`src/design/ddac_pkg.sv`:
```
// Package for the dual converter control registers.
// Assumes an 8-bit special-function-register bus with one clock.
package ddac_pkg;

    // ----------------------------------------
    // Register offsets on the register bus
    // ----------------------------------------
    localparam logic [7:0] DDAC_ADDR_C0_LOW = 8'hf9; // chan0_code_low
    localparam logic [7:0] DDAC_ADDR_C0_HIGH = 8'hfa; // chan0_code_high
    localparam logic [7:0] DDAC_ADDR_C1_LOW = 8'hfb; // chan1_code_low
    localparam logic [7:0] DDAC_ADDR_C1_HIGH = 8'hfc; // chan1_code_high
    localparam logic [7:0] DDAC_ADDR_CTRL = 8'hfd; // converter_control

    // ----------------------------------------
    // Reset values
    // ----------------------------------------
    localparam logic [7:0] DDAC_RST_CODE = 8'h00; // All four data registers
    localparam logic [7:0] DDAC_RST_CTRL = 8'h04; // Asynchronous update, all off

    // ----------------------------------------
    // Field positions in converter_control
    // ----------------------------------------
    localparam int DDAC_BIT_MODE8 = 7; // 1: 8-bit mode for both channels
    localparam int DDAC_BIT_SPAN1 = 6; // chan1_span_select
    localparam int DDAC_BIT_SPAN0 = 5; // chan0_span_select
    localparam int DDAC_BIT_ZFN1 = 4; // chan1_zero_force_n
    localparam int DDAC_BIT_ZFN0 = 3; // chan0_zero_force_n
    localparam int DDAC_BIT_ASYNC = 2; // 1: asynchronous update
    localparam int DDAC_BIT_PWR1 = 1; // chan1_power_on
    localparam int DDAC_BIT_PWR0 = 0; // chan0_power_on

    // ----------------------------------------
    // Code layout
    // ----------------------------------------
    localparam int DDAC_CODE_W = 12; // Converter code width
    localparam int DDAC_HIGH_NIB = 4; // Used bits of a high data byte

endpackage

```
`src/design/ddac_chan_if.sv`:
```
// Interface between the register file and one channel code latch.
// Assumes both ends run on the same clock.
`timescale 1ns/1ps
interface ddac_chan_if;
    logic [7:0] low; // Current low data byte
    logic [7:0] high; // Current high data byte
    logic mode8; // 8-bit mode
    logic zero_force_n; // 0 forces the output code to zero
    logic load; // One-cycle pulse: move data into the latch
    logic [11:0] code; // Code presented to the converter

    // Register file side
    modport ctrl (
        output low,
        output high,
        output mode8,
        output zero_force_n,
        output load,
        input code
    );

    // Latch side
    modport chan (
        input low,
        input high,
        input mode8,
        input zero_force_n,
        input load,
        output code
    );
endinterface

```
`src/design/ddac_chan.sv`:
```
// One channel code latch with the zero-force gate in front of it.
// Assumes load is a registered one-cycle pulse from the register file.
`timescale 1ns/1ps
module ddac_chan
    import ddac_pkg::*;
(
    input wire logic clk,
    input wire logic sys_rst,
    ddac_chan_if.chan ch
);

    // ----------------------------------------
    // State
    // ----------------------------------------
    typedef struct packed {
        logic [DDAC_CODE_W-1:0] held; // Latched code, kept through power-down
        logic [DDAC_CODE_W-1:0] out; // Gated code to the converter
    } ddac_chan_st_t;

    ddac_chan_st_t st_reg; // Registered state
    ddac_chan_st_t st_next; // Next state

    // Next state
    always_comb begin
        st_next = st_reg;
        if (ch.load) begin
            // 8-bit mode puts the low byte at the top of the code
            if (ch.mode8) begin
                st_next.held = {ch.low, {DDAC_HIGH_NIB{1'b0}}};
            end else begin
                st_next.held = {ch.high[DDAC_HIGH_NIB-1:0], ch.low};
            end
        end
        // Forcing zero only gates the output; the latch keeps its code
        st_next.out = ch.zero_force_n ? st_next.held : '0;
    end

    // Register
    always_ff @(posedge clk) begin
        if (sys_rst) begin
            st_reg <= '0;
        end else begin
            st_reg <= st_next;
        end
    end

    assign ch.code = st_reg.out;

    // ----------------------------------------
    // Checks
    // ----------------------------------------
    chk_load_layout: assert property (
        @(posedge clk) disable iff (sys_rst)
        (ch.load && !ch.mode8) |=> st_reg.held == {$past(ch.high[3:0]), $past(ch.low)})
        else $error("12-bit code not right-justified");

    chk_load_eight: assert property (
        @(posedge clk) disable iff (sys_rst)
        (ch.load && ch.mode8) |=> st_reg.held == {$past(ch.low), 4'h0})
        else $error("8-bit code not placed in upper bits");

    chk_hold_no_load: assert property (
        @(posedge clk) disable iff (sys_rst)
        !ch.load |=> st_reg.held == $past(st_reg.held))
        else $error("latched code changed without a load");

    chk_zero_force: assert property (
        @(posedge clk) disable iff (sys_rst)
        !ch.zero_force_n |=> ch.code == 12'h000)
        else $error("zero force did not clear output code");

endmodule

```
`src/design/ddac_ctrl.sv`:
```
// Dual converter control registers on the special-function-register bus.
// Assumes the bus strobes are single-cycle and synchronous to clk.
//
// Function
// Bit 7 high selects 8-bit mode
// 12-bit: only low-byte write updates output
// Software writes high byte before low byte
// Code right-justified: low byte, high nibble
// Bit 6 selects channel 1 span
// Bit 5 selects channel 0 span
// Bit 4 low forces channel 1 zero
// Bit 3 low forces channel 0 zero
// Async mode: low write updates channel
// Sync mode holds; setting bit updates both
// Bit 1 powers channel 1
// Bit 0 powers channel 0
// Data registers clear to zero at reset
// Enabled channels take analog inputs four, five
// Reference span needs the ADC powered (not modelled: span bits pass straight through)
// Outputs high-impedance until software enables
// Power-down and zero keep the data
`timescale 1ns/1ps
module ddac_ctrl
    import ddac_pkg::*;
#(
    parameter int NUM_CHAN = 2 // Channels served
) (
    input wire logic clk,
    input wire logic sys_rst,
    input wire logic [7:0] sfr_addr,
    input wire logic [7:0] sfr_wdata,
    input wire logic sfr_wr,
    input wire logic sfr_rd,
    output logic [7:0] sfr_rdata,
    output logic [11:0] chan0_code,
    output logic [11:0] chan1_code,
    output logic chan0_span_select,
    output logic chan1_span_select,
    output logic chan0_drive_en,
    output logic chan1_drive_en,
    output logic analog_input_four_free,
    output logic analog_input_five_free
);

    // ----------------------------------------
    // State
    // ----------------------------------------
    typedef struct packed {
        logic [7:0] ctrl; // converter_control
        logic [NUM_CHAN-1:0][7:0] low; // chanN_code_low
        logic [NUM_CHAN-1:0][7:0] high; // chanN_code_high
        logic [NUM_CHAN-1:0] load; // Load pulse per channel
        logic [7:0] rdata; // Read data held for the bus
        logic [NUM_CHAN-1:0] pin_free; // Analog input pin still free
    } ddac_ctrl_st_t;

    ddac_ctrl_st_t st_reg; // Registered state
    ddac_ctrl_st_t st_next; // Next state

    // Address decodes
    logic [NUM_CHAN-1:0] hit_low; // Write to a low data byte
    logic [NUM_CHAN-1:0] hit_high; // Write to a high data byte
    logic hit_ctrl; // Write to converter_control
    logic sync_rise; // Update bit goes from 0 to 1

    // ----------------------------------------
    // Decode and next state
    // ----------------------------------------
    always_comb begin
        st_next = st_reg;
        hit_low[0] = sfr_wr && (sfr_addr == DDAC_ADDR_C0_LOW);
        hit_low[1] = sfr_wr && (sfr_addr == DDAC_ADDR_C1_LOW);
        hit_high[0] = sfr_wr && (sfr_addr == DDAC_ADDR_C0_HIGH);
        hit_high[1] = sfr_wr && (sfr_addr == DDAC_ADDR_C1_HIGH);
        hit_ctrl = sfr_wr && (sfr_addr == DDAC_ADDR_CTRL);
        // Releasing a synchronous hold moves both channels together
        sync_rise = hit_ctrl && sfr_wdata[DDAC_BIT_ASYNC] && !st_reg.ctrl[DDAC_BIT_ASYNC];

        // Control register
        if (hit_ctrl) begin
            st_next.ctrl = sfr_wdata;
        end

        // Data registers and load pulses
        for (int i = 0; i < NUM_CHAN; i++) begin
            if (hit_low[i]) begin
                st_next.low[i] = sfr_wdata;
            end
            if (hit_high[i]) begin
                st_next.high[i] = sfr_wdata;
            end
            // Of the data bytes only a low-byte write loads; a lone high byte waits for it
            st_next.load[i] = (hit_low[i] && st_reg.ctrl[DDAC_BIT_ASYNC]) || sync_rise;
        end

        // Registered read answer; unmapped addresses read zero
        if (sfr_rd) begin
            unique case (sfr_addr)
                DDAC_ADDR_C0_LOW: st_next.rdata = st_reg.low[0];
                DDAC_ADDR_C0_HIGH: st_next.rdata = st_reg.high[0];
                DDAC_ADDR_C1_LOW: st_next.rdata = st_reg.low[1];
                DDAC_ADDR_C1_HIGH: st_next.rdata = st_reg.high[1];
                DDAC_ADDR_CTRL: st_next.rdata = st_reg.ctrl;
                default: st_next.rdata = 8'h00;
            endcase
        end

        // A powered channel takes over its shared analog input pin
        st_next.pin_free[0] = !st_next.ctrl[DDAC_BIT_PWR0];
        st_next.pin_free[1] = !st_next.ctrl[DDAC_BIT_PWR1];
    end

    // ----------------------------------------
    // Register; everything starts disabled and cleared
    // ----------------------------------------
    always_ff @(posedge clk) begin
        if (sys_rst) begin
            st_reg.ctrl <= DDAC_RST_CTRL;
            st_reg.low <= {NUM_CHAN{DDAC_RST_CODE}};
            st_reg.high <= {NUM_CHAN{DDAC_RST_CODE}};
            st_reg.load <= '0;
            st_reg.rdata <= 8'h00;
            st_reg.pin_free <= '1;
        end else begin
            st_reg <= st_next;
        end
    end

    // ----------------------------------------
    // Channel latches
    // ----------------------------------------
    ddac_chan_if c_if[NUM_CHAN] ();

    // Zero-force bits sit at different positions per channel
    localparam int ZFN_POS[2] = '{DDAC_BIT_ZFN0, DDAC_BIT_ZFN1};

    for (genvar g = 0; g < NUM_CHAN; g++) begin : g_chan
        assign c_if[g].low = st_reg.low[g];
        assign c_if[g].high = st_reg.high[g];
        assign c_if[g].mode8 = st_reg.ctrl[DDAC_BIT_MODE8];
        assign c_if[g].zero_force_n = st_reg.ctrl[ZFN_POS[g]];
        assign c_if[g].load = st_reg.load[g];
        ddac_chan u_chan (
            .clk(clk),
            .sys_rst(sys_rst),
            .ch(c_if[g])
        );
    end

    // ----------------------------------------
    // Outputs, all from flip-flops
    // ----------------------------------------
    assign sfr_rdata = st_reg.rdata;
    assign chan0_code = c_if[0].code;
    assign chan1_code = c_if[1].code;
    assign chan0_span_select = st_reg.ctrl[DDAC_BIT_SPAN0];
    assign chan1_span_select = st_reg.ctrl[DDAC_BIT_SPAN1];
    // Off channel leaves its pin high-impedance, not driven low
    assign chan0_drive_en = st_reg.ctrl[DDAC_BIT_PWR0];
    assign chan1_drive_en = st_reg.ctrl[DDAC_BIT_PWR1];
    assign analog_input_four_free = st_reg.pin_free[0];
    assign analog_input_five_free = st_reg.pin_free[1];

    // ----------------------------------------
    // Checks
    // ----------------------------------------
    chk_async_low_load: assert property (
        @(posedge clk) disable iff (sys_rst)
        (sfr_wr && sfr_addr == DDAC_ADDR_C1_LOW && st_reg.ctrl[DDAC_BIT_ASYNC])
        |=> st_reg.load[1] ##1 chan1_code == ($past(st_reg.ctrl[DDAC_BIT_ZFN1])
            ? ($past(st_reg.ctrl[DDAC_BIT_MODE8]) ? {$past(st_reg.low[1]), 4'h0}
               : {$past(st_reg.high[1][3:0]), $past(st_reg.low[1])}) : 12'h000))
        else $error("async low write did not update channel 1");

    chk_high_no_load: assert property (
        @(posedge clk) disable iff (sys_rst)
        (sfr_wr && sfr_addr == DDAC_ADDR_C0_HIGH) |=> !st_reg.load[0])
        else $error("high byte write loaded channel 0");

    chk_sync_hold: assert property (
        @(posedge clk) disable iff (sys_rst)
        // A control write just before may still be moving the gated code
        (sfr_wr && sfr_addr == DDAC_ADDR_C0_LOW && !st_reg.ctrl[DDAC_BIT_ASYNC]
         && $stable(st_reg.ctrl))
        |=> !st_reg.load[0] ##1 chan0_code == $past(chan0_code, 2))
        else $error("synchronous mode let a low write through");

    chk_sync_release: assert property (
        @(posedge clk) disable iff (sys_rst)
        (sfr_wr && sfr_addr == DDAC_ADDR_CTRL && !st_reg.ctrl[DDAC_BIT_ASYNC]
         && sfr_wdata[DDAC_BIT_ASYNC]) |=> (st_reg.load == 2'b11))
        else $error("setting update bit did not load both channels");

    chk_reset_state: assert property (
        @(posedge clk)
        $past(sys_rst) |-> (st_reg.low == '0 && st_reg.high == '0
            && !chan0_drive_en && !chan1_drive_en && chan0_code == 12'h000
            && chan1_code == 12'h000))
        else $error("reset left data or outputs active");

    chk_span_source: assert property (
        @(posedge clk) disable iff (sys_rst)
        $changed(chan0_span_select) |-> $past(hit_ctrl)
            && chan0_span_select == $past(sfr_wdata[DDAC_BIT_SPAN0]))
        else $error("channel 0 span changed without control write");

    chk_span1_source: assert property (
        @(posedge clk) disable iff (sys_rst)
        $changed(chan1_span_select) |-> $past(hit_ctrl)
            && chan1_span_select == $past(sfr_wdata[DDAC_BIT_SPAN1]))
        else $error("channel 1 span changed without control write");

    chk_power_pin: assert property (
        @(posedge clk) disable iff (sys_rst)
        (analog_input_four_free != chan0_drive_en)
            && (analog_input_five_free != chan1_drive_en))
        else $error("pin sharing disagrees with power state");

    chk_power_write: assert property (
        @(posedge clk) disable iff (sys_rst)
        hit_ctrl |=> (chan1_drive_en == $past(sfr_wdata[DDAC_BIT_PWR1]))
            && (chan0_drive_en == $past(sfr_wdata[DDAC_BIT_PWR0])))
        else $error("power bits not applied");

endmodule

```
`config.mk`:
```
export PLATFORM = sky130hd
export DESIGN_NAME = ddac_ctrl
export DESIGN_NICKNAME = d
export VERILOG_FILES = /design/src/design/ddac_pkg.sv /design/src/design/ddac_chan_if.sv /design/src/design/ddac_chan.sv /design/src/design/ddac_ctrl.sv
export SDC_FILE = /design/constraint.sdc
export NUM_CORES = 1
export LEC_CHECK = 0
export ABC_AREA = 0
export BUFFER_PORTS_ARGS = -buffer_cell sky130_fd_sc_hd__buf_2
export CORE_MARGIN = 4
export CORE_UTILIZATION = 51
export CTS_CLUSTER_SIZE = 40
export DETAILED_ROUTE_END_ITERATION = 16
export GPL_TIMING_DRIVEN = 0
export PLACE_DENSITY_LB_ADDON = 0.05
export SETUP_SLACK_MARGIN = 0.1
export SLEW_MARGIN = 20
export SYNTH_ARGS = -nofsm -noshare
export SYNTH_HDL_FRONTEND = slang
export SYNTH_SLANG_ARGS = --single-unit
```
`constraint.sdc`:
```
create_clock -name clk -period 1.3 [get_ports clk]
set_input_delay 0.065 -clock clk [delete_from_list [all_inputs] [get_ports clk]]
set_output_delay 0.065 -clock clk [all_outputs]
set_load 0.05 [all_outputs]
```
==> metrics.csv, run 1 <==
metric,value,unit
status,"complete, but fails checks",
failing checks,negative setup slack,
Max VDD drop,0.558,mV
final setup violation count,1,
Initial Utilization,53.5,%
share of power burned in registers,58.5,%
design internal power,3.87,mW
Worst Skew,11.0,ps
ANT nets after route,0,
Vias/cell,5.32,
drt pass-1 iters,6,
WL final,10.3,mm
Die Y-Extent,98.7,um
layout cells sized above 1,40.8,%
Clock Tree Root,clkbuf_8,
final net count,527,
Iteration-0 DRC Markers,109,
largest net degree at the start of global routing,19,
routed vias,3264,
Post-synth EDFFs,0,
clock share of power,36.3,%
"area leader, netlist",dfxtp_1,
actual slew at the worst max-slew pin,703,ps
vias in the first global route,3028,
initial antenna violation count,0,
Crit Path Category,reg2reg,
maximum clock rate,737,MHz
I/O Buffers,53,
area share of the largest cell type after synthesis,47.7,%
row cnt,32,
total track usage,20.9,%
Yosys reg bits,100,
most frequent cell after synthesis,dfxtp_1,
Comb pwr share,5.3,%
Max clock buf depth,2,
Sw Ratio,26.1,%
sw power,1.37,mW
max incr delay on CP,330,ps
clock period minus worst slack,1360,ps
synthesized area per cell,9.80,um2
period utilisation layout,104,%
setup TNS,-56.0,ps
# DRC,0,
CTS Buf Count,9,
Die Wd,98.7,um
RSZ-0062 raised after global routing,yes,
total power,5.24,mW
worst-skew pair later-pin latency,370,ps
Finished Layout Cells,614,
area grow syn2layout,24.6,%
crit path launch type,flop,
"Seq/Total Area, Yosys",47.7,%
WP buf/inv,1,
CTS H-tree depth,3,
fraction of registers with async set/reset,0,%
"Slowest-stage cell, CP",dfxtp_2,
mapped cell area,4200,um2
worst-path cell chain,buf_6 -> mux2_2 -> a221o_1 -> nand4_1 -> a21oi_1,
CTS tree,built,
hold crit path type,in2reg,
cells after synthesis,428,
cell family with most CP delay,compound AO/OA/AOI/OAI gates,
clock-pin slew on the worst setup and hold paths,100,ps
top post-synthesis cells by area,"dfxtp_1 (48%), mux2i_1 (12%), buf_4 (6.1%)",
worst rel slew slack,53.2,%
data required time of the critical path,1540,ps
clk sinks,100,
CP arrival,1600,ps
Synth Warn #,0,
max_cap viols,0,
count of different cell masters after synthesis,35,
ANT cells,0,
crit path max fanout,6,
Cell Pwr Density,1000,nW/um2
commonest cells in the netlist,"dfxtp_1 (100), nor2_1 (54), mux2i_1 (50)",
Static Leak,2.15,nW
IO Pins,58,
die area,9740,um2
first-pass GRT wire length,15.9,mm
GRT overflow,0,
fin. max-slew vios,0,
post-DP HPWL,7.09,mm
CP Capture Type,flop,
top_reg_cell synth,dfxtp_1,
syn nets,448,
placed cells,583,
RePlAce Congestion,0.892,
Final Worst Setup Slack,-56.0,ps
core area,7850,um2
Final Hold Fails,0,
Routed WL per cell,16.8,um
## layout make-up
class                   instances  area [um2]
multi-input cells             265        2060
clock buffers                   9         124
inverters                       2        7.51
fillers                       708        2620
flip-flops and latches        100        2040
plain buffers                  61         418
repair buffers                 68         388
clock inverters                 7        60.1
well taps                     102         128
## per-stage QoR
step	utilization (%)	setup WS, ps	hold slack, ps	instance area [um2]
after floorplan	-	82.3	183	4210
after global placement	58.7	-200	389	4600
after detailed placement	58.7	-193	392	4600
after CTS	64.0	-52.7	7.24	5030
after global routing	66.6	-104	18.5	5230
final	66.6	-56.0	18.1	5230
## power by group through the flow
stage	sequential [mW]	clock, mW	combinational [mW]
finish	3.06	1.90	0.276
global route	3.07	2.05	0.295
CTS	3.07	1.92	0.269
detailed placement	3.15	0	0.261
global placement	3.15	0	0.260
floorplan	3.15	0	0.160
## final timing paths
kind,start,end,slack [ps],depth (start not counted)
worst max-delay path,c_if[0].mode8$_SDFFE_PP0P_,sfr_rdata[7]$_SDFFE_PP0P_,-60,5
worst min-delay path,sfr_wdata[7],c_if[0].high[7]$_SDFFE_PP0P_,20,3
worst max register to register,c_if[0].mode8$_SDFFE_PP0P_,sfr_rdata[7]$_SDFFE_PP0P_,-60,5
worst min register to register,c_if[0].high[6]$_SDFFE_PP0P_,c_if[0].high[6]$_SDFFE_PP0P_,460,2
## layout by cell type, fill, tap and decap left out, types with 12 or more instances in the layout
| cell type | count |
|---|---|
| buf_2 | 61 |
| and2_1 | 27 |
| mux2i_1 | 35 |
| a211oi_2 | 14 |
| dfxtp_2 | 12 |
| buf_4 | 46 |
| a21oi_1 | 13 |
| dfxtp_1 | 82 |
| nand2_1 | 13 |
| nor2_1 | 54 |
## what timing repair did
| item | CTS | global route |
|---|---|---|
| resized for setup | 53 | 36 |
| pin swaps | 6 | 36 |
| hold buffers | 1 | 0 |
| setup endpoints to repair | 48 | 35 |
| hold endpoints to repair | 1 | 0 |
| buffers inserted | 6 | 8 |
## kinds of logic after synthesis
group | count (synthesis) | share of synthesized area, %
flops | 100 | 47.7
mux | 62 | 15.1
compound gates | 56 | 8.97
buf+inv | 63 | 9.15
simple gates | 147 | 19.0
## metal layers
layer | global-route usage [%] | routed length (um) | vias up | share of wire, %
met2 | 34.2 | 5090 | 75 | 49
met3 | 3.89 | 517 | 12 | 5.0
met5 | 0 | 0 | - | 0
met4 | 5.78 | 138 | 0 | 1.3
li1 | - | - | 1615 | -
met1 | 28.4 | 4590 | 1562 | 44
## worst min-delay path: cells and delay by family
family                 cells  cell delay (ps)
AOI/OAI and AO/OA          1               50
and+or+nand+nor            1               80
buffers and inverters      1              150
(Power assumes the default switching activity.)
==> inputs of run 2 (changes only) <==
--- a/config.mk
+++ b/config.mk
@@ -8,7 +8,7 @@
 export ABC_AREA = 0
 export BUFFER_PORTS_ARGS = -buffer_cell sky130_fd_sc_hd__buf_2
 export CORE_MARGIN = 4
-export CORE_UTILIZATION = 51
+export CORE_UTILIZATION = 23
 export CTS_CLUSTER_SIZE = 40
 export DETAILED_ROUTE_END_ITERATION = 16
 export GPL_TIMING_DRIVEN = 0
==> metrics.csv, run 2 (synthesized netlist as in run 1, its figures left out) <==
metric,value,unit,change
Vias/cell,4.32,,-19%
initial antenna violation count,0,,unchanged
first-pass GRT wire length,19.3,mm,+21%
CP arrival,1570,ps,-30 ps
Iteration-0 DRC Markers,210,,+93%
placed cells,710,,+22%
data required time of the critical path,1510,ps,-30 ps
clock-pin slew on the worst setup and hold paths,70,ps,-30 ps
vias in the first global route,3271,,+8.0%
fin. max-slew vios,0,,unchanged
Cell Pwr Density,1070,nW/um2,+6.7%
Max clock buf depth,2,,unchanged
drt pass-1 iters,4,,-2
worst rel slew slack,49.1,%,-4.0 points
DP Area,4760,um2,+3.5%
Static Leak,2.17,nW,+0.76%
Final Hold Fails,0,,unchanged
final setup violation count,7,,+6
RSZ-0062 raised after global routing,yes,,
grt met1 use,16.8,%,-12 points
status,"complete, but fails checks",,
maximum clock rate,738,MHz,+0.14%
Initial Utilization,23.4,%,-30 points
CTS H-tree depth,3,,unchanged
GRT overflow,0,,unchanged
crit path max fanout,7,,+1
Post-Layout Inst Area,5470,um2,+4.6%
row cnt,49,,+53%
M2 GR Usage,20.4,%,-14 points
core area,18000,um2,+130%
IO Pins,58,,unchanged
failing checks,negative setup slack,,
period utilisation layout,104,%,-0.15 points
# DRC,0,,unchanged
hold path depth,3,,unchanged
ANT nets after route,0,,unchanged
Finished Layout Cells,735,,+20%
Routed WL per cell,16.7,um,-0.66%
layout cells sized above 1,40.1,%,-0.70 points
M3 GR Usage,2.11,%,-1.8 points
area of the multi-input gates,2110,um2,+2.2%
"most common cell after layout, fill and taps aside",dfxtp_1,,
crit path launch type,flop,,
R2R depth,5,,unchanged
FF+latch area,2030,um2,-0.25%
largest net degree at the start of global routing,16,,-3
clock period minus worst slack,1350,ps,-1.89 ps
Final Worst Setup Slack,-54.2,ps,+1.89 ps
CTS Buf Count,9,,unchanged
final net count,521,,-1.1%
CP Capture Type,flop,,
WL final,12.3,mm,+19%
hold crit path type,in2reg,,
Crit Path Category,reg2reg,,
worst-skew pair later-pin latency,350,ps,-20 ps
GRT busiest layer,met2,,
final core occ,30.4,%,-36 points
Clock Tree Root,clkbuf_16,,
RePlAce Congestion,0.772,,-13%
Max VDD drop,0.564,mV,+1.1%
FILL cells,1934,,+170%
max_cap viols,0,,unchanged
Die Y-Extent,143,um,+45%
I/O Buffers,53,,unchanged
routed vias,3178,,-2.6%
area grow syn2layout,30.3,%,
Worst Skew,10.3,ps,-0.711 ps
total track usage,12.7,%,-8.2 points
"commonest cells after routing, fill and taps aside","dfxtp_1 (82), buf_2 (59), nor2_1 (54)",,
Die Wd,143,um,+45%
post-DP HPWL,9.00,mm,+27%
actual slew at the worst max-slew pin,763,ps,+60.5 ps
CTS tree,built,,
Fin Hold WS,39.6,ps,+21.5 ps
ANT cells,0,,unchanged
clk sinks,100,,unchanged
die area,20500,um2,+110%
## run 2: critical path: stages (launching register included)
cell and delay, ps:
dfxtp_2 310, buf_6 130, mux2_4 260, a221o_1 310, nand4_1 140, a21oi_1 80
## run 2: final cells by class
| class | instances | area share (%) |
|---|---|---|
| inverter | 2 | 0.137 |
| sequential | 100 | 37.2 |
| buffer | 60 | 7.23 |
| clock buffer | 12 | 4.32 |
| multi-input combinational | 265 | 38.6 |
| tap | 229 | 5.24 |
| timing repair buffer | 63 | 6.82 |
| clock inverter | 4 | 0.481 |
## run 2: final timing paths
path | from | end | slack [ps]
min | sfr_wdata[7] | c_if[0].high[7]$_SDFFE_PP0P_ | 40
min reg2reg | c_if[0].high[7]$_SDFFE_PP0P_ | c_if[0].high[7]$_SDFFE_PP0P_ | 460
max reg2reg | c_if[0].mode8$_SDFFE_PP0P_ | sfr_rdata[7]$_SDFFE_PP0P_ | -50
max | c_if[0].mode8$_SDFFE_PP0P_ | sfr_rdata[7]$_SDFFE_PP0P_ | -50
## run 2: where the power goes
| group | internal, mW | leakage, nW | switching (mW) |
|---|---|---|---|
| sequential | 3.06 | 0.817 | 0.00582 |
| combinational | 0.0864 | 1.22 | 0.195 |
| clock | 1.30 | 0.127 | 1.20 |
## run 2: per-stage QoR
step / setup TNS, ps / setup slack (ps) / total power [mW]
final: -230 / -54.2 / 5.85
after global routing: -998 / -115 / 6.09
after CTS: -375 / -71.7 / 5.95
after detailed placement: -7530 / -298 / 3.42
after global placement: -7010 / -293 / 3.42
after floorplan: 0 / 82.3 / 3.31
## run 2: repair_timing
item	CTS	global route
cloned	1	0
buffers inserted	7	3
hold buffers	0	0
setup endpoints to repair	55	46
gates resized for setup	67	25
pin swaps	20	17
## run 2: layer usage
metal | part of all wire (%) | vias up
met1 | 48 | 1505
li1 | - | 1605
met2 | 47 | 53
met3 | 3.5 | 15
met4 | 1.7 | 0
met5 | 0 | -
==> inputs of run 3 (changes only) <==
--- a/config.mk
+++ b/config.mk
@@ -7,6 +7,7 @@
 export LEC_CHECK = 0
 export ABC_AREA = 0
 export BUFFER_PORTS_ARGS = -buffer_cell sky130_fd_sc_hd__buf_2
+export CORE_ASPECT_RATIO = 0.7
 export CORE_MARGIN = 4
 export CORE_UTILIZATION = 23
 export CTS_CLUSTER_SIZE = 40
==> metrics.csv, run 3 (synthesized netlist as in run 1, its figures left out) <==
metric,value,unit,change
vias in the first global route,3272,,+0.031%
crit path launch type,flop,,
RSZ-0062 raised after global routing,yes,,
hold crit path type,in2reg,,
Max clock buf depth,2,,unchanged
I/O Buffers,53,,unchanged
row cnt,41,,-16%
Vias/cell,4.29,,-0.74%
hold-fix buffer count after cts,0,,unchanged
CTS H-tree depth,3,,unchanged
hold path depth,3,,unchanged
worst rel slew slack,49.7,%,+0.62 points
die area,20500,um2,+0.17%
CP Capture Type,flop,,
max incr delay on CP,320,ps,about the same
Worst Skew,7.49,ps,-2.77 ps
Cell Pwr Density,1130,nW/um2,+6.0%
Final Worst Setup Slack,-23.7,ps,+30.4 ps
"commonest cells after routing, fill and taps aside","dfxtp_1 (83), buf_2 (59), nor2_1 (54)",,
Initial Utilization,23.4,%,about the same
worst-skew pair later-pin latency,360,ps,about the same
Sw Ratio,23.6,%,-0.30 points
status,"complete, but fails checks",,
Final Hold Fails,0,,unchanged
FILL cells,1955,,+1.1%
fin. max-slew vios,0,,unchanged
worst-path cell chain,buf_6 -> mux2_4 -> a221o_1 -> nand4_1 -> a21oi_1,,
clock share of power,45.0,%,+2.3 points
sw power,1.44,mW,+2.9%
total track usage,12.5,%,-0.14 points
drt pass-1 iters,4,,unchanged
maximum clock rate,755,MHz,+2.3%
critical path launch point,c_if[0].mode8$_SDFFE_PP0P_,,
max_cap viols,0,,unchanged
design internal power,4.65,mW,+4.6%
crit path max fanout,6,,-1
area grow syn2layout,28.0,%,
failing checks,negative setup slack,,
largest net degree at the start of global routing,18,,+2
ANT cells,0,,unchanged
GRT overflow,0,,unchanged
Die Wd,169,um,+18%
placed cells,717,,+0.99%
ANT nets after route,0,,unchanged
Iteration-0 DRC Markers,128,,-39%
setup TNS,-32.6,ps,+197 ps
Max VDD drop,0.497,mV,-12%
reg2reg setup slack,-20,ps,+30 ps
WL final,12.3,mm,+0.33%
layout cells sized above 1,37.6,%,-2.5 points
Finished Layout Cells,744,,+1.2%
clock period minus worst slack,1320,ps,-30.4 ps
hold path start,sfr_wdata[7],,
core area,18000,um2,about the same
actual slew at the worst max-slew pin,754,ps,-9.35 ps
share of power burned in registers,50.4,%,-2.1 points
CTS Buf Count,9,,unchanged
CTS tree,built,,
Clock Tree Root,clkbuf_16,,
"most common cell after layout, fill and taps aside",dfxtp_1,,
clock-pin slew on the worst setup and hold paths,70,ps,about the same
RePlAce Congestion,0.767,,-0.58%
routed vias,3193,,+0.47%
worst r2r src,c_if[0].mode8$_SDFFE_PP0P_,,
Comb pwr share,4.6,%,-0.2 points
first-pass GRT wire length,19.1,mm,-1.0%
final net count,523,,+0.38%
initial antenna violation count,0,,unchanged
R2R depth,5,,unchanged
period utilisation layout,102,%,-2.3 points
clk sinks,100,,unchanged
data required time of the critical path,1520,ps,about the same
final setup violation count,3,,-4
"Slowest-stage cell, CP",dfxtp_2,,
Crit Path Category,reg2reg,,
IO Pins,58,,unchanged
Static Leak,2.17,nW,about the same
Die Y-Extent,121,um,-15%
post-DP HPWL,9.23,mm,+2.6%
# DRC,0,,unchanged
CP arrival,1540,ps,-30 ps
Routed WL per cell,16.6,um,-0.89%
==> run 3: changes by cell type in the layout (fill, tap and decap cells not counted), sizes merged <==
cell / before / now
clkinvlp: 1 / 2
clkbuf: 27 / 21
bufbuf: 1 / 0
bufinv: 0 / 1
buf: 107 / 113
inv: 2 / 3
==> run 3: timing repair <==
item | CTS | global route
pin swaps | 5 | 14
setup buffers | 5 | 6
gates resized for setup | 35 | 36
endpoints found under the setup margin | 52 | 51
==> run 3: stage by stage <==
step / hold WS, ps / util (%) / area [um2] / power [mW] / setup WS [ps]
6_report: 26.4 / 29.9 / 5370 / 6.09 / -23.7
5_1_grt: 18.0 / 29.9 / 5370 / 6.36 / -67.3
4_1_cts: 7.94 / 29.1 / 5220 / 6.21 / -32.5
3_5_place_dp: 394 / 26.6 / 4770 / 3.43 / -266
3_3_place_gp: 390 / 26.6 / 4770 / 3.43 / -257
2_1_floorplan: 183 / - / 4210 / 3.31 / 82.3
==> run 3: layer usage <==
metal	track usage, %	wire [um]
met3	3.74	487
met5	0	0
met2	18.2	5190
met4	3.67	151
met1	17.9	6510
==> run 3: power groups by stage <==
| stage | clock network (mW) | logic (mW) | registers, mW |
|---|---|---|---|
| after floorplan | 0 | 0.160 | 3.15 |
| after detailed placement | 0 | 0.278 | 3.15 |
| final | 2.74 | 0.281 | 3.07 |
| after CTS | 2.86 | 0.282 | 3.07 |
| after global routing | 2.98 | 0.307 | 3.07 |
| after global placement | 0 | 0.278 | 3.15 |
==> run 3: final timing paths <==
kind,endpoint
setup reg to reg,sfr_rdata[7]$_SDFFE_PP0P_
setup / recovery,sfr_rdata[7]$_SDFFE_PP0P_
hold reg to reg,c_if[0].high[4]$_SDFFE_PP0P_
hold / removal,c_if[0].high[7]$_SDFFE_PP0P_
==> run 3: area by class of cell <==
cell class	count	area [um2]	share of cell area, %
plain buffers	61	422	7.85
clock buffers	9	225	4.19
clock inverters	7	76.3	1.42
inverters	2	7.51	0.140
multi-input cells	265	1960	36.5
flip-flops and latches	100	2030	37.8
well taps	236	295	5.50
repair buffers	64	355	6.61
==> run 3: critical path, delay by kind of cell, from the launching register on <==
family                 cells  cell delay (ps)
multiplexers               1              250
flip-flops                 1              320
AO/OA/AOI/OAI              2              370
buffers and inverters      1              130
AND/OR/NAND/NOR            1              120
